File: src/rtl/bnac_pkg.sv
// Purpose: shared constants for the byte nonvolatile access controller
// Assumes: 8-bit I/O register space of the core, 100 MHz system clock
// Notes: offsets are I/O register addresses
package bnac_pkg;
	localparam logic [5:0] BNAC_CTRL_ADDR = 6'h1c;
	localparam logic [5:0] BNAC_DATA_ADDR = 6'h1d;
	localparam logic [5:0] BNAC_ADDR_ADDR = 6'h1e;
	localparam logic [7:0] BNAC_CTRL_RESET = 8'h00;
	localparam logic [7:0] BNAC_DATA_RESET = 8'h00;
	localparam logic [5:0] BNAC_ADDR_RESET = 6'h00;
	localparam int BNAC_READ_BIT = 0;
	localparam int BNAC_WRITE_BIT = 1;
	localparam int BNAC_ADDR_W = 6;
	localparam int BNAC_DEPTH = 64;
	localparam int BNAC_CLK_MHZ = 100;
	// self-timed programming time, microseconds
	localparam int BNAC_WRITE_TIME_US = 2500;
	localparam int BNAC_WRITE_CYCLES = BNAC_WRITE_TIME_US * BNAC_CLK_MHZ;
	localparam int BNAC_WRITE_STALL = 2;
	localparam int BNAC_READ_STALL = 4;
	typedef enum logic [1:0] {BNAC_IDLE, BNAC_PROG} bnac_state_t;
endpackage : bnac_pkg

File: src/rtl/bnac_stall.sv
// Purpose: holds the core stalled for a loaded number of cycles
// Assumes: load is a one-cycle pulse
// Notes: stall output is registered
`timescale 1ns/1ps
`default_nettype none
module bnac_stall (
	input wire logic clk_sys,
	input wire logic reset,
	input wire logic clk_en,
	input wire logic load,
	input wire logic [2:0] cycles,
	output logic stall
);
	logic [2:0] cnt_q;
	logic [2:0] cnt_d;
	logic stall_q;
	logic stall_d;

	// count down while nonzero; stall follows the next count
	always_comb begin
		cnt_d = cnt_q;
		if (load) begin
			cnt_d = cycles;
		end else if (cnt_q != 3'h0) begin
			cnt_d = cnt_q - 3'h1;
		end
		stall_d = (cnt_d != 3'h0);
	end

	always_ff @(posedge clk_sys) begin
		if (reset) begin
			cnt_q <= 3'h0;
			stall_q <= 1'b0;
		end else if (clk_en) begin
			cnt_q <= cnt_d;
			stall_q <= stall_d;
		end
	end

	assign stall = stall_q; // straight from a flop
endmodule : bnac_stall
`default_nettype wire

File: src/rtl/bnac_top.sv
// Purpose: control of byte reads and writes of a 64-byte data memory
// Assumes: core gives one-cycle io_wr / io_rd strobes with a 6-bit address
// Notes: programming time is a parameter so simulation can shorten it
`timescale 1ns/1ps
`default_nettype none
//////////////////////////////////////////////////////////////////////////////
// What this block does
// (RQ1) control bits 7..2 read as zero and hold nothing
// (RQ2) address and data loaded first, then write strobe programs the byte
// (RQ3) hardware clears write strobe after the self-timed programming time
// (RQ4) software polls write strobe low before the next write
// (RQ5) core stalls two cycles after write strobe is set
// (RQ6) address loaded first, then read strobe requests the read
// (RQ7) read strobe clears itself once the byte sits in the data register
// (RQ8) core stalls four cycles after read strobe is set
// (RQ9) software must not touch address or data during an access
// (RQ10) both strobes reset to zero
// (RQ11) address register is 6 bits, upper two read as zero
// (RQ12) data register supplies write byte and receives read byte
// (RQ13) write strobe ignored while a write is still programming
module bnac_top
	import bnac_pkg::*;
#(
	parameter int WRITE_CYCLES = BNAC_WRITE_CYCLES
) (
	input wire logic clk_sys,
	input wire logic reset,
	input wire logic clk_en,
	input wire logic [5:0] io_addr,
	input wire logic io_wr,
	input wire logic io_rd,
	input wire logic [7:0] io_wdata,
	output logic [7:0] io_rdata,
	output logic cpu_stall
);
	bnac_state_t state_q;
	bnac_state_t state_d;
	logic we_q;
	logic we_d;
	logic re_q;
	logic re_d;
	logic [5:0] addr_q;
	logic [5:0] addr_d;
	logic [7:0] data_q;
	logic [7:0] data_d;
	logic [7:0] rdata_q;
	logic [7:0] rdata_d;
	logic [21:0] tmr_q;
	logic [21:0] tmr_d;
	logic [5:0] paddr_q;
	logic [5:0] paddr_d;
	logic [7:0] pdata_q;
	logic [7:0] pdata_d;
	logic hit_addr;
	logic hit_data;
	logic hit_ctrl;
	logic rd_go;
	logic wr_go;
	logic stall_load;
	logic [2:0] stall_cycles;
	logic stall_w;
	logic mem_we;
	logic [7:0] mem [0:BNAC_DEPTH-1];

	// register file read view
	function automatic logic [7:0] rd_mux(input logic [5:0] a,
		input logic w, input logic r, input logic [5:0] ad,
		input logic [7:0] dt);
		rd_mux = 8'h00;
		unique case (a)
			BNAC_CTRL_ADDR: rd_mux = {6'h00, w, r}; // [RQ1]
			BNAC_DATA_ADDR: rd_mux = dt;
			BNAC_ADDR_ADDR: rd_mux = {2'b00, ad}; // [RQ11]
			default: rd_mux = 8'h00;
		endcase
	endfunction : rd_mux

	// true when the core writes the register at offset sel
	function automatic logic reg_hit(input logic [5:0] a, input logic wr,
		input logic [5:0] sel);
		reg_hit = wr && (a == sel);
	endfunction : reg_hit

	//////////////////////////////////////////////////////////////////////////
	// access decode of the core's register writes
	always_comb begin
		hit_addr = reg_hit(io_addr, io_wr, BNAC_ADDR_ADDR);
		hit_data = reg_hit(io_addr, io_wr, BNAC_DATA_ADDR);
		hit_ctrl = reg_hit(io_addr, io_wr, BNAC_CTRL_ADDR);
		// a read strobe wins over a write strobe in the same byte
		rd_go = hit_ctrl && io_wdata[BNAC_READ_BIT]; // [RQ6]
		wr_go = hit_ctrl && !io_wdata[BNAC_READ_BIT]
			&& io_wdata[BNAC_WRITE_BIT]
			&& !we_q; // [RQ13]
	end

	//////////////////////////////////////////////////////////////////////////
	// write sequencer: latch the byte, time the programming, clear strobe
	always_comb begin
		state_d = state_q;
		we_d = we_q;
		tmr_d = tmr_q;
		paddr_d = paddr_q;
		pdata_d = pdata_q;
		mem_we = 1'b0;
		unique case (state_q)
			BNAC_IDLE: begin
				if (wr_go) begin
					we_d = 1'b1; // [RQ2]
					// latched so later register writes cannot disturb it
					paddr_d = addr_q;
					pdata_d = data_q; // [RQ12]
					tmr_d = 22'(WRITE_CYCLES - 1);
					state_d = BNAC_PROG;
				end
			end
			BNAC_PROG: begin
				// write strobes are refused here, the byte in flight stays
				if (tmr_q == 22'h0) begin
					mem_we = 1'b1; // [RQ2]
					we_d = 1'b0; // [RQ3]
					state_d = BNAC_IDLE;
				end else begin
					tmr_d = tmr_q - 22'h1;
				end
			end
			// illegal code: back to idle with the strobe dropped
			default: begin
				state_d = BNAC_IDLE;
				we_d = 1'b0;
			end
		endcase
	end

	// write sequencer registers
	always_ff @(posedge clk_sys) begin
		if (reset) begin
			state_q <= BNAC_IDLE;
			we_q <= BNAC_CTRL_RESET[BNAC_WRITE_BIT]; // [RQ10]
			tmr_q <= 22'h0;
			paddr_q <= 6'h00;
			pdata_q <= 8'h00;
		end else if (clk_en) begin
			state_q <= state_d;
			we_q <= we_d;
			tmr_q <= tmr_d;
			paddr_q <= paddr_d;
			pdata_q <= pdata_d;
		end
	end

	//////////////////////////////////////////////////////////////////////////
	// address, data and read-back registers
	always_comb begin
		addr_d = addr_q;
		data_d = data_q;
		// the read strobe clears itself in the cycle it is set
		re_d = 1'b0; // [RQ7]
		if (hit_addr) begin
			addr_d = io_wdata[5:0]; // [RQ11]
		end
		if (hit_data) begin
			data_d = io_wdata; // [RQ12]
		end
		// byte fetched at once, so software never polls for it
		if (rd_go) begin
			data_d = mem[addr_q]; // [RQ6] [RQ12]
		end
		// read-back shows the register as it stands after this edge
		rdata_d = rd_mux(io_addr, we_d, re_d, addr_d, data_d); // [RQ1]
	end

	// register file registers
	always_ff @(posedge clk_sys) begin
		if (reset) begin
			re_q <= BNAC_CTRL_RESET[BNAC_READ_BIT]; // [RQ10]
			addr_q <= BNAC_ADDR_RESET;
			data_q <= BNAC_DATA_RESET;
			rdata_q <= 8'h00;
		end else if (clk_en) begin
			re_q <= re_d;
			addr_q <= addr_d;
			data_q <= data_d;
			rdata_q <= rdata_d;
		end
	end

	//////////////////////////////////////////////////////////////////////////
	// core stall after an accepted strobe; a dropped one does not stall
	always_comb begin
		stall_load = rd_go || wr_go;
		stall_cycles = 3'h0;
		if (rd_go) begin
			stall_cycles = 3'(BNAC_READ_STALL); // [RQ8]
		end else if (wr_go) begin
			stall_cycles = 3'(BNAC_WRITE_STALL); // [RQ5]
		end
	end

	//////////////////////////////////////////////////////////////////////////
	// memory array, programmed at the end of the timed write
	always_ff @(posedge clk_sys) begin
		if (clk_en && mem_we) begin
			mem[paddr_q] <= pdata_q;
		end
	end

	//////////////////////////////////////////////////////////////////////////
	// stall of the core after a strobe
	bnac_stall u_stall (
		.clk_sys(clk_sys),
		.reset(reset),
		.clk_en(clk_en),
		.load(stall_load),
		.cycles(stall_cycles),
		.stall(stall_w)
	);

	assign io_rdata = rdata_q;
	assign cpu_stall = stall_w;
endmodule : bnac_top
`default_nettype wire

File: config.mk
export PLATFORM = sky130hd
export DESIGN_NAME = bnac_top
export DESIGN_NICKNAME = d
export VERILOG_FILES = /design/src/rtl/bnac_pkg.sv /design/src/rtl/bnac_stall.sv /design/src/rtl/bnac_top.sv
export SDC_FILE = /design/constraint.sdc
export NUM_CORES = 1
export LEC_CHECK = 0
export BUFFER_PORTS_ARGS = -buffer_cell sky130_fd_sc_hd__buf_2
export CAP_MARGIN = 20
export CORE_MARGIN = 5
export CORE_UTILIZATION = 56
export DETAILED_ROUTE_END_ITERATION = 10
export PLACE_DENSITY_LB_ADDON = 0.3
export SETUP_SLACK_MARGIN = 0.4
export SLEW_MARGIN = 20
export SYNTH_ARGS = -nofsm -noshare
export SYNTH_HDL_FRONTEND = slang
export SYNTH_SLANG_ARGS = --single-unit
File: constraint.sdc
create_clock -name clk_sys -period 3.05 [get_ports clk_sys]
set_clock_uncertainty 0.2 [all_clocks]
set_input_delay 0.1525 -clock clk_sys [delete_from_list [all_inputs] [get_ports clk_sys]]
set_output_delay 0.1525 -clock clk_sys [all_outputs]
set_load 0.005 [all_outputs]
==> run summary, run 1 <==
Synthesis produced a netlist with a net count of 1398. The endpoint identified for the worst register-to-register timing path is mem[16][4]. Using the TritonRoute via totals, the vias-per-cell ratio works out to 6.29. In this run the vertical extent of the chip is 214 um. The logs give 28900 um2 for the final instance area and 83900 um for the first-pass GRT wire length. The peak fanout along the critical path is 7, and the count of H-tree levels built during CTS is 2. Setup violations remaining at the end of the flow were counted as 0.

Compared with the post-synthesis result, the final layout area differs by 24.6%. The share of final-layout standard cells stronger than drive strength 1 is 34.1%, and the number of standard cells after synthesis is 1374. Hold timing on the final database bottoms out at a slack of 0.116 ns.

For this design the ratio of total power to cell area is 555 nW/um2. The floorplan has 74 rows. In the synthesized netlist the dominant register cell turns out to be sky130_fd_sc_hd__edfxtp_1. Counting distinct cell types in the post-synthesis netlist gives 60.

In this run the worst hold path is classified as in2reg. TritonCTS built the clock tree. For the global routing usage summed across all routing layers, the log shows 24.7%.

The tools report the total clock sinks as 582. Worst relative slew slack: 34.0%. The startpoint identified for the worst hold timing path is io_addr[5]. The max-capacitance violation count came out at 0. Routability-driven placement finished with a final weighted congestion of 0.885. Time the worst path needs with I/O delays and setup: 2.79 ns.

The run finished with clean final reports. Max-slew violation count: 0. The logs give 13700 for the number of vias after detailed routing and 6760 um2 for the multi-input combinational cell area.

Counting flops with an async set or reset pin after synthesis yields a share of 0%. The number of top-level design ports was 28. The synthesized design spends more area on one cell type than any other, namely sky130_fd_sc_hd__edfxtp_1.

Across the VDD grid, the largest voltage drop is 0.372 mV. The logs give 0 for the number of DRC violations after detailed routing and 56.8% for the starting density of the core. For this run, the register share of the synthesized area comes to 72.2%.

The cell total after placement is 2012. The worst register-to-register path begins at tmr_q[14]. The portion of synthesized cell area occupied by the leading cell type is 66.2%, and the sum of met3 wire segment lengths after detailed routing is 4600 um. Cell count of the worst reg-to-reg path: 8. The placed instances occupy a cell area of 25400 um2. Setup repair after global routing could not meet its margin everywhere. At the pin with the least slew margin, the transition time is 0.988 ns. The number of hold violations in the final report was 0. The share of the cycle needed by the critical path after routing was 91.4%; the cell leakage power was 9.38 nW. Counting flops and latches in the post-synthesis netlist gives 582. The final cell count without fillers came out at 2176. The remaining antenna violation count was 0. The worst path required time is 3.17 ns.

After synthesis the cells add up to 23200 um2. The run gives 0 ns as the setup TNS after final layout. The number of global-route vias before repair is 13600. The tools report the register area as 16800 um2.

Yosys attributes the largest share of cell area to sky130_fd_sc_hd__edfxtp_1, sky130_fd_sc_hd__mux4_2, sky130_fd_sc_hd__dfxtp_1, sky130_fd_sc_hd__mux2i_1, sky130_fd_sc_hd__nor2_1. Clock latency on the worst-skew pair, taken at its later pin, is 0.61 ns. The post-route met1 wirelength was 22600 um; the met2 routed wirelength was 27800 um. For this run, the number of Yosys warnings is 0.

Once detailed placement completed, the half-perimeter wirelength came to 34300 um. The maximum clock frequency was 359 MHz. The clock root buffer was sky130_fd_sc_hd__clkbuf_16. The setup path with the least slack is of type reg2reg. The logs give 45700 um2 for the full die area and 0 for the final global-route overflow total. Along the worst hold path, the cell count comes to 5.

The run gives 0.26 ns as the register-to-register setup slack. The clock transition at the registers of the reported paths was 0.06 ns. The critical path data arrival time is 2.91 ns, and the maximum number of buffers from clock root to sink is 3. The detailed router finished its first iteration with 1725 violations.

Counting the buffers created by CTS gives 56. The path with the worst hold slack has its endpoint at io_rdata[5]. After detailed routing, no signal wire sits above met4.

Total number of nets in the final design: 1620. Counting flops with a built-in enable in the synthesized netlist gives 512. The kind of launch point of the worst setup path is a flip-flop. The average cell area after synthesis is 16.9 um2, and the die extent in x is 214 um.

STA classifies the critical path endpoint as a flip-flop. The run gives 0 as the number of antenna violations at the first check in global routing. The total of buffers placed on input and output ports was 26. The count of fill cells added during filler insertion came out at 2427. The area of the core came out at 40900 um2. 0 antenna diodes ended up in the layout. The pre-antenna-repair detailed-routing pass consisted of 5 iterations. For the pin count of the biggest net entering global routing, the log shows 66. In the final routed layout, each cell accounts on average for 26.3 um. Summed over all layers, the routed wires come to 57200 um.
==> layout make-up <==
| cell class | count | share of cell area (%) |
|---|---|---|
| clock buffer | 64 | 5.09 |
| clock inverter | 42 | 1.75 |
| inverter | 14 | 0.182 |
| multi-input combinational | 699 | 23.4 |
| sequential | 582 | 58.1 |
| tap | 532 | 2.30 |
| timing repair buffer | 243 | 9.26 |
==> cell usage after synthesis (all sizes together), types with 19 or more instances <==
master,count
mux4,107
xnor2,19
clkbuf,36
a21oi,55
nand2,87
edfxtp,512
nand3,26
buf,43
nor2,121
dfxtp,70
mux2i,64
a22oi,31
==> state kept, by name, summed over array words and instances (netlist names), named ones only <==
register       count
pdata_q            8
mem              512
io_rdata           8
paddr_q            6
u_stall.cnt_q      3
data_q             8
state_q            1
we_q               1
addr_q             6
tmr_q             22
u_stall.stall      1
==> worst max path at each step <==
stage | from | endpoint | slack (ns)
floorplan | tmr_q[14] | mem[54][0] | 0.23
detailed placement | flip-flop | io_rdata[1] | -0.02
global route | tmr_q[14] | mem[16][4] | 0.20
global placement | tmr_q[14] | mem[31][2] | 0.09
finish | tmr_q[14] | mem[16][4] | 0.26
CTS | flip-flop | io_rdata[1] | 0.36
==> layer usage <==
| metal | vias up | global-route usage, % |
|---|---|---|
| li1 | 5905 | - |
| met2 | 681 | 39.2 |
| met1 | 6975 | 35.2 |
| met5 | - | 0 |
| met4 | 0 | 7.94 |
| met3 | 130 | 4.87 |
==> where the power goes <==
group / switching (W) / leakage (nW) / total (W) / internal (W)
logic: 0.0000909 / 3.00 / 0.000154 / 0.0000631
clock network: 0.00295 / 0.967 / 0.00736 / 0.00441
registers: 0.00000670 / 5.41 / 0.00854 / 0.00854
total: 0.00305 / 9.38 / 0.0161 / 0.0130
==> repair_timing <==
item | 4_1_cts | 5_1_grt
endpoints found under the hold margin | 41 | 0
hold buffers | 14 | 0
pin swaps | 20 | 35
setup buffers | 24 | 19
setup endpoints to repair | 540 | 535
gates resized for setup | 113 | 126
gates cloned | 0 | 1
==> kinds of logic (layout without fill, tap and decap cells) <==
kind of cell,after synthesis,after routing,synth area share [%]
compound gates,159,159,4.55
xor+xnor,20,20,0.754
fa+ha+maj,5,5,0.269
buf+inv,93,363,1.83
flops,582,582,72.2
mux,175,175,13.3
simple gates,340,340,7.07
==> cells in the final DEF (no fill, tap or decap), types with 22 or more instances in the layout <==
master	netlist	layout
sky130_fd_sc_hd__nor2_4	0	59
sky130_fd_sc_hd__a21oi_1	55	53
sky130_fd_sc_hd__a22oi_1	31	25
sky130_fd_sc_hd__buf_12	0	42
sky130_fd_sc_hd__buf_6	2	59
sky130_fd_sc_hd__buf_4	9	88
sky130_fd_sc_hd__mux4_2	107	107
sky130_fd_sc_hd__clkbuf_16	0	59
sky130_fd_sc_hd__edfxtp_1	512	512
sky130_fd_sc_hd__nor2_1	121	57
sky130_fd_sc_hd__mux2i_1	64	60
sky130_fd_sc_hd__nand2_1	87	82
sky130_fd_sc_hd__nand3_1	26	22
sky130_fd_sc_hd__dfxtp_1	70	56
sky130_fd_sc_hd__buf_2	22	26
==> worst max-delay path, cell delays in order (launching register included) <==
cell	delay, ns
sky130_fd_sc_hd__dfxtp_2	0.32
sky130_fd_sc_hd__or4_4	0.55
sky130_fd_sc_hd__or3_4	0.39
sky130_fd_sc_hd__nor4_4	0.28
sky130_fd_sc_hd__buf_6	0.18
sky130_fd_sc_hd__nand2_4	0.08
sky130_fd_sc_hd__buf_12	0.19
sky130_fd_sc_hd__nor2_4	0.14
sky130_fd_sc_hd__buf_6	0.17
==> per-stage QoR <==
step | worst slack (ns) | power (W) | utilization [%]
2_1_floorplan | 0.226 | 0.00880 | -
3_3_place_gp | 0.0878 | 0.00884 | 62.0
3_5_place_dp | -0.0157 | 0.00885 | 62.0
4_1_cts | 0.357 | 0.0161 | 69.0
5_1_grt | 0.204 | 0.0165 | 70.7
6_report | 0.263 | 0.0161 | 70.7
Note: power is estimated with default switching activity, not from simulation.
==> run 2: changes to the inputs <==
--- a/config.mk
+++ b/config.mk
@@ -9,7 +9,9 @@
 export CAP_MARGIN = 20
 export CORE_MARGIN = 5
 export CORE_UTILIZATION = 56
+export CTS_BUF_LIST = sky130_fd_sc_hd__clkbuf_2 sky130_fd_sc_hd__clkbuf_4 sky130_fd_sc_hd__clkbuf_8
 export DETAILED_ROUTE_END_ITERATION = 10
+export GPL_TIMING_DRIVEN = 0
 export PLACE_DENSITY_LB_ADDON = 0.3
 export SETUP_SLACK_MARGIN = 0.4
 export SLEW_MARGIN = 20
==> run 2 against run 1 <==
Against the previous run:
- clock power fell by 9.2%
- core utilization rose by 0.96 points
- power fell by 4.1%
- maximum frequency fell by 5.9%
- sequential power barely moved
- via count rose by 11%
- sequential cell count did not move
- highest routed layer is now met5
- critical endpoint is now data_q[5]
- die area did not move
- critical path depth rose by 2
- largest power group unchanged
- non-clock buffer count rose by 12
- design area rose by 1.4%
==> run summary, run 2 (same netlist as run 1, synthesis figures left out) <==
The area growth from synthesis to layout is 26.3%. The cell sitting at the root of the clock tree is a sky130_fd_sc_hd__clkbuf_8. The full die area came out at 45700 um2 (unchanged). The max-slew violation count came out at 0 (unchanged). Register with the most flip-flops: mem.

The logs give 3 (unchanged) for the maximum number of buffers from clock root to sink and 3.28 ns (+0.37 ns) for the critical path data arrival time. The tools report the post-route core utilization as 71.7% (+0.96 points). The routed length per instance was 30.7 um (+17%). The tools report the post-detailed-routing wire length as 69200 um (+21%). The number of hold violations in the final report is 0 (unchanged).

In the layout the commonest cells are sky130_fd_sc_hd__edfxtp_1, sky130_fd_sc_hd__mux4_2, sky130_fd_sc_hd__clkbuf_8, sky130_fd_sc_hd__nand2_1, sky130_fd_sc_hd__buf_12. The worst path required time came out at 3.37 ns (+0.20 ns). The share of final-layout standard cells stronger than drive strength 1 is 36.0% (+1.9 points), and the height of the die is 214 um (unchanged). The cell count of the worst reg-to-reg path was 10 (+2); the total clock sinks was 582 (unchanged). The global routing usage summed across all routing layers was 29.4% (+4.7 points); the worst ir drop on vdd was 0.432 mV (+16%).

The antenna diode count was 0 (unchanged); the number of antenna violations at the first check in global routing was 1 (+1). Overall power after layout: 0.0154 W (-4.1%). For the number of DRC markers in iteration 0, the log shows 2426 (+41%). The tools report the worst slack on hold paths as 0.0644 ns (-0.0512 ns). The count of H-tree levels built during CTS is 3 (+1), and the cell leakage power is 9.46 nW (+0.82%).

Number of top-level design ports: 28 (unchanged). The largest registers in the layout are mem (512), tmr_q (22). The transition time at the pin with the least slew margin came out at 1.11 ns (+0.121 ns).

Launch point of the worst hold path: io_wr. The pin count of the biggest net entering global routing was 66 (unchanged). The flow ran to the end, and the final reports show no timing, DRC or antenna violations. Setup repair after global routing could not meet its margin everywhere.

The logs give 90 (+61%) for the total CTS buffers and 15200 (+11%) for the number of global-route vias before repair. For the multi-input combinational cell area, the log shows 6930 um2 (+2.4%). The kind of launch point of the worst setup path is a flip-flop.

The routability congestion estimate from global placement was 0.917 (+3.6%). The max-capacitance violation count is 0 (unchanged). The total number of nets in the final design is 1666 (+2.8%), and the clock transition at the registers of the reported paths is 0.07 ns (about the same).

Final count of negative-setup-slack endpoints: 0 (unchanged). The register area came out at 16800 um2 (about the same). The number of DRC violations after detailed routing is 0 (unchanged). For the remaining antenna violation count, the log shows 0 (unchanged). The cell row count came out at 74 (unchanged). In this run the critical register-to-register path is captured at data_q[5]. The run gives 29300 um2 (+1.4%) as the final instance area. The tools report the final global-route overflow total as 0 (unchanged). The cell count of the worst hold path is 5 (unchanged). The logs give 15200 (+11%) for the number of vias after detailed routing and 40900 um2 (unchanged) for the area of the core.

First-pass GRT wire length: 97500 um (+16%). The register-to-register setup slack was 0.09 ns (-0.18 ns). For the worst relative slew slack, the log shows 26.1% (-7.9 points). The maximum clock frequency is 337 MHz (-5.9%), and the post-DP HPWL is 37000 um (+8.0%). The die extent in x was 214 um (unchanged); the share of the cycle needed by the critical path after routing was 97.2% (+5.8 points).

The count of fill cells added during filler insertion was 2292 (-5.6%). The total of buffers placed on input and output ports came out at 23 (-12%). The starting density of the core was 56.8% (unchanged); the clock latency of the later-clocked register in the worst-skew pair was 0.69 ns (+0.08 ns).

Time the worst path needs with I/O delays and setup: 2.96 ns (+0.176 ns). The worst setup path is captured at a flip-flop. The classification of the worst-slack hold path was in2reg. The critical path in this run is classified as reg2reg. The first-pass detailed-route iteration total was 9 (+4); the flip-flop count of the largest register after layout was 512 (unchanged). For the post-placement cell area, the log shows 24300 um2 (-4.2%). The number of vias per cell after detailed routing is 6.73 (+7.0%), and the power density over cell area is 525 nW/um2 (-5.4%). Leaving out fill and tap cells, the most frequent cell in the layout is sky130_fd_sc_hd__edfxtp_1. The peak fanout along the critical path works out to 10 (+3). TritonCTS built the clock tree.
run 2: cell type report:
type	instances	area share [%]
Sequential cell	582	57.3
Multi-Input combinational cell	699	23.6
Buffer	79	2.40
Clock buffer	139	5.77
Clock inverter	30	0.512
Tap cell	532	2.27
Inverter	14	0.196
Timing Repair Buffer	176	7.98
run 2: critical path, cell delays in order (launching register included):
cell and delay [ns]:
sky130_fd_sc_hd__dfxtp_2 0.35, sky130_fd_sc_hd__buf_12 0.13, sky130_fd_sc_hd__buf_12 0.15, sky130_fd_sc_hd__bufbuf_16 0.28
sky130_fd_sc_hd__buf_6 0.21, sky130_fd_sc_hd__mux2i_1 0.36, sky130_fd_sc_hd__a22oi_1 0.13, sky130_fd_sc_hd__nand3_1 0.16
sky130_fd_sc_hd__nand4_1 0.33, sky130_fd_sc_hd__a311oi_2 0.37, sky130_fd_sc_hd__a211oi_1 0.11
run 2: layer usage:
| layer | vias up | GRT usage (%) | wire [um] |
|---|---|---|---|
| met5 | - | 0 | 26 |
| met4 | 4 | 16.1 | 4520 |
| met3 | 332 | 7.75 | 8340 |
| met2 | 1264 | 45.7 | 32600 |
| met1 | 7552 | 38.3 | 23700 |
| li1 | 6003 | - | - |
run 2: how the worst max path moves through the flow:
stage / to / slack (ns) / cells past startpoint
floorplan: mem[54][0] / 0.23 / 6
global placement: data_q[0] / -0.77 / 7
detailed placement: data_q[0] / -0.82 / 7
CTS: mem[51][4] / 0.24 / 9
global route: data_q[0] / 0.06 / 9
finish: data_q[5] / 0.09 / 10
run 2: what timing repair did:
item | CTS | global route
hold endpoints to repair | 62 | 0
setup endpoints to repair | 521 | 540
gates cloned | 3 | 0
hold buffers | 16 | 0
pin swaps | 81 | 34
gates resized for setup | 278 | 49
setup buffers | 115 | 14
run 2: through the flow:
| step | setup slack [ns] | cells | TNS (ns) |
|---|---|---|---|
| after floorplan | 0.226 | 1374 | 0 |
| after global placement | -0.769 | 1929 | -211.88 |
| after detailed placement | -0.823 | 1934 | -232.21 |
| after CTS | 0.239 | 2237 | 0 |
| after global routing | 0.0615 | 2251 | 0 |
| final | 0.0867 | 2251 | 0 |
run 2: power breakdown:
group / switching, W / internal (W) / total [W]
clock network: 0.00313 / 0.00356 / 0.00668
logic: 0.000103 / 0.0000663 / 0.000169
registers: 0.00000693 / 0.00854 / 0.00855
total: 0.00324 / 0.0122 / 0.0154
==> run 3: changes to the inputs <==
--- a/config.mk
+++ b/config.mk
@@ -5,6 +5,7 @@
 export SDC_FILE = /design/constraint.sdc
 export NUM_CORES = 1
 export LEC_CHECK = 0
+export ABC_AREA = 1
 export BUFFER_PORTS_ARGS = -buffer_cell sky130_fd_sc_hd__buf_2
 export CAP_MARGIN = 20
 export CORE_MARGIN = 5
@@ -13,6 +14,7 @@
 export DETAILED_ROUTE_END_ITERATION = 10
 export GPL_TIMING_DRIVEN = 0
 export PLACE_DENSITY_LB_ADDON = 0.3
+export RECOVER_POWER = 100
 export SETUP_SLACK_MARGIN = 0.4
 export SLEW_MARGIN = 20
 export SYNTH_ARGS = -nofsm -noshare
==> run 3 against run 2 <==
Against the previous run:
- the flow now finishes with violations (capacitance limit, slew limit)
- sequential cell count is the same
- clock-buffer cell count shrank 17
- worst hold slack gained 0.043 ns
- sequential power is essentially flat
- register-to-register slack gained 0.12 ns
- clock power grew 1%
- die area grew 4.1%
- via count grew 28%
- largest power group unchanged
==> run summary, run 3 <==
The flow ran to the end, but the final reports show violations. The checks that failed: capacitance limit, slew limit. The total of buffers placed on input and output ports was 25 (+8.7%); the post-route core utilization was 68.1% (-3.6 points).

Yosys attributes the largest share of cell area to sky130_fd_sc_hd__edfxtp_1, sky130_fd_sc_hd__nand2_1, sky130_fd_sc_hd__nand3_1, sky130_fd_sc_hd__dfxtp_1, sky130_fd_sc_hd__nor2_1. The async set or reset register ratio after synthesis was 0% (unchanged). In the final layout, the registers with the most flip-flops are mem (512), tmr_q (22). The number of DRC violations after detailed routing is 0 (unchanged), and the post-detailed-routing wire length is 78100 um (+13%). The switching part of the total power works out to 24.1% (+3.1 points). The post-placement cell area was 25200 um2 (+3.7%); the portion of synthesized cell area occupied by the leading cell type was 63.5% (-2.7 points).

For the part of the power in registers, the log shows 51.8% (-3.7 points). The full die area was 47500 um2 (+4.1%); the remaining antenna violation count was 0 (unchanged). For the post-synthesis sequential area ratio, the log shows 69.2% (-3.0 points). The critical path data arrival time is 3.24 ns (-0.04 ns). The routed length per instance is 25.0 um (-19%). The cell sitting at the root of the clock tree is a sky130_fd_sc_hd__clkbuf_8.

The final global-route overflow total came out at 0 (unchanged). The tools report the number of vias after detailed routing as 19300 (+28%). The clock transition at the registers of the reported paths was 0.07 ns (about the same); the total number of nets in the final design was 2491 (+50%). Ranked by instance count, the synthesized netlist is headed by sky130_fd_sc_hd__nand2_1, sky130_fd_sc_hd__edfxtp_1, sky130_fd_sc_hd__nand3_1. The global routing usage summed across all routing layers was 32.3% (+2.9 points); the first-pass detailed-route iteration total was 8 (-1).

Clock latency of the later-clocked register in the worst-skew pair: 0.69 ns (about the same). The run gives 43000 um2 (+5.0%) as the area of the core. For the number of DRC markers in iteration 0, the log shows 3414 (+41%). The register with the most flip-flops in the final layout is mem.

The number of hold violations in the final report is 0 (unchanged). The pin count of the biggest net entering global routing is 66 (unchanged), and the worst path required time is 3.44 ns (+0.07 ns). The routability congestion estimate from global placement is 1.03 (+12%), and the post-DP HPWL is 49000 um (+32%). The flip-flop count of the largest register after layout works out to 512 (unchanged).

Among all stages on the critical path, the largest delay is contributed by sky130_fd_sc_hd__clkbuf_2. The library cells used most frequently in the layout, excluding fill and tap cells, are sky130_fd_sc_hd__nand2_1, sky130_fd_sc_hd__edfxtp_1, sky130_fd_sc_hd__nand3_1, sky130_fd_sc_hd__nor2_1, sky130_fd_sc_hd__o21ai_0. The number of standard cells after synthesis came out at 2232 (+62%). TritonCTS built the clock tree. The total clock sinks came out at 582 (unchanged).

The most used flip-flop cell after synthesis is sky130_fd_sc_hd__edfxtp_1. The peak fanout along the critical path came out at 10 (unchanged). First-pass GRT wire length: 113000 um (+16%). The worst setup path is launched from a flip-flop. The worst slack after detailed placement is -0.593 ns (+0.230 ns), and the max-slew violation count is 132 (+132). The count of H-tree levels built during CTS was 3 (unchanged); the antenna diode count was 0 (unchanged). Share of total power in the clock network: 40.7% (-2.7 points). The worst relative slew slack is -65.0% (-91 points).

The worst setup path is of the reg2reg kind. The library cell used most frequently in the layout, excluding fill and tap cells, is sky130_fd_sc_hd__nand2_1. The starting density of the core was 56.4% (-0.41 points); the count of fill cells added during filler insertion was 3058 (+33%).

Number of top-level design ports: 28 (unchanged). The signal on the critical path passes through buf_6 -> inv_6 -> buf_6 -> clkbuf_2 -> nand2_1 -> nand3_1 -> nand3_1 -> nand2_1 -> nand2_1 -> nand3_1 -> nand3_1 -> nand3_2 -> nand3_1 -> nand2_1 -> nand2_1 -> a21oi_2. From synthesis to final layout, the design area changed by 20.8%. The count of synthesis-stage warnings from yosys is 0 (unchanged). The distinct cell type count of the synthesized netlist is 41 (-32%). The total CTS buffers was 91 (+1.1%). The worst ir drop on vdd was 0.669 mV (+55%). The number of vias per cell after detailed routing works out to 6.19 (-8.1%). The worst setup path is captured at a flip-flop. Setup repair after global routing could not meet its margin everywhere. The setup slack after layout is 0.206 ns (+0.119 ns), and the number of synthesized flops with an enable pin is 512 (unchanged). The average cell area after synthesis was 10.9 um2 (-36%); the number of antenna violations at the first check in global routing was 1 (unchanged). Max-capacitance violation count: 2 (+2).

The height of the die was 218 um (+2.0%). The share of final-layout standard cells stronger than drive strength 1 is 18.6% (-17 points). Classification of the worst-slack hold path: in2reg. The share of the cycle needed by the critical path after routing came out at 93.3% (-3.9 points).

The launch point of the worst hold path is io_addr[0]. The run gives 0.0166 W (+7.7%) as the overall power after layout. The logs give 76 (+2.7%) for the cell row count and 0.00399 W (+23%) for the total net switching power. The register bit total from synthesis is 582 (unchanged), and the transition time at the pin with the least slew margin is 2.47 ns (+1.37 ns).

Maximum number of buffers from clock root to sink: 3 (unchanged). The die extent in x is 218 um (+2.0%). The run gives 352 MHz (+4.2%) as the maximum clock frequency.

The run gives 7.5% (+6.4 points) as the combinational share of power. The time the worst path needs with I/O delays and setup came out at 2.84 ns (-0.119 ns). For the final count of negative-setup-slack endpoints, the log shows 0 (unchanged). The largest area contributor in the synthesized netlist was sky130_fd_sc_hd__edfxtp_1. Cell leakage power: 10.4 nW (+9.7%). The final instance area is 29300 um2 (-0.26%). The net count after synthesis is 2256 (+61%), and the internal power component is 0.0126 W (+3.5%). Power density over cell area: 566 nW/um2 (+7.9%). The number of global-route vias before repair was 18500 (+22%); the largest incremental delay on the critical path was 0.41 ns (+0.04 ns).

The dominant cell by count in the synthesized netlist was sky130_fd_sc_hd__nand2_1. For the area of the mapped netlist, the log shows 24200 um2 (+4.3%).
-- run 3: cell types whose count changed after synthesis, moves of 34 or more --
cell	before	now
sky130_fd_sc_hd__buf_2	22	56
sky130_fd_sc_hd__inv_1	13	54
sky130_fd_sc_hd__mux2i_1	64	0
sky130_fd_sc_hd__mux4_2	107	0
sky130_fd_sc_hd__nand2_1	87	643
sky130_fd_sc_hd__nand3_1	26	389
sky130_fd_sc_hd__nor2_1	121	183
sky130_fd_sc_hd__o21ai_0	12	104
-- run 3: layer usage --
layer	share of wire (%)	up-vias	wire length, um	global-route usage, %
li1	-	8278	-	-
met1	35	9117	27600	41.5
met2	44	1571	34600	48.8
met3	14	375	10900	10.1
met4	6.4	2	4980	18.5
met5	0.012	-	9	0
-- run 3: final cells by class --
class	instances	area [um2]	share of cell area, %
repair buffers	142	1660	5.67
inverters	63	244	0.834
flip-flops and latches	582	16800	57.3
multi-input cells	1463	7180	24.5
well taps	585	732	2.50
plain buffers	124	812	2.77
clock inverters	45	328	1.12
clock buffers	122	1530	5.22
-- run 3: logic make-up (layout without fill, tap and decap cells) --
family                     Yosys count  in the layout  synth area share [%]
adders and majority gates            5              5                 0.258
AOI/OAI and AO/OA                  209            209                  4.61
and+or+nand+nor                   1239           1239                  21.6
xor gates and xnor gates            10             10                 0.362
DFF                                582            582                  69.2
buffers and inverters              187            496                  3.95
-- run 3: critical path, delay by kind of cell (launching register included) --
family                 cells  cell delay [ns]
AND/OR/NAND/NOR           11             1.27
buffers and inverters      4             0.86
flip-flops                 1             0.30
AO/OA/AOI/OAI              1             0.12
-- run 3: power by group through the flow --
stage                     clock network [W]  registers [W]  logic [W]
after floorplan                           0        0.00874   0.000678
after global placement                    0        0.00875    0.00109
after detailed placement                  0        0.00874    0.00112
after CTS                           0.00671        0.00857    0.00114
after global routing                0.00718        0.00857    0.00130
final                               0.00675        0.00858    0.00124
-- run 3: final timing paths --
check / cells past startpoint / slack [ns] / endpoint
min reg2reg: 2 / 0.27 / io_rdata[3]
max reg2reg: 16 / 0.21 / io_rdata[1]
max: 16 / 0.21 / io_rdata[1]
min: 10 / 0.11 / data_q[0]
-- run 3: what timing repair did --
| item | in CTS | in global routing |
|---|---|---|
| setup buffers | 77 | 11 |
| pin swaps | 51 | 8 |
| setup endpoints to repair | 526 | 528 |
| hold buffers | 24 | 0 |
| hold endpoints to repair | 58 | 0 |
| resized for setup | 162 | 81 |
-- run 3: metrics by stage --
stage	cells	hold slack (ns)	TNS (ns)
after floorplan	2232	0.221	0
after global placement	2842	0.253	-131.03
after detailed placement	2847	0.257	-158.79
after CTS	3115	0.0565	0
after global routing	3126	0.191	0
final	3126	0.107	0
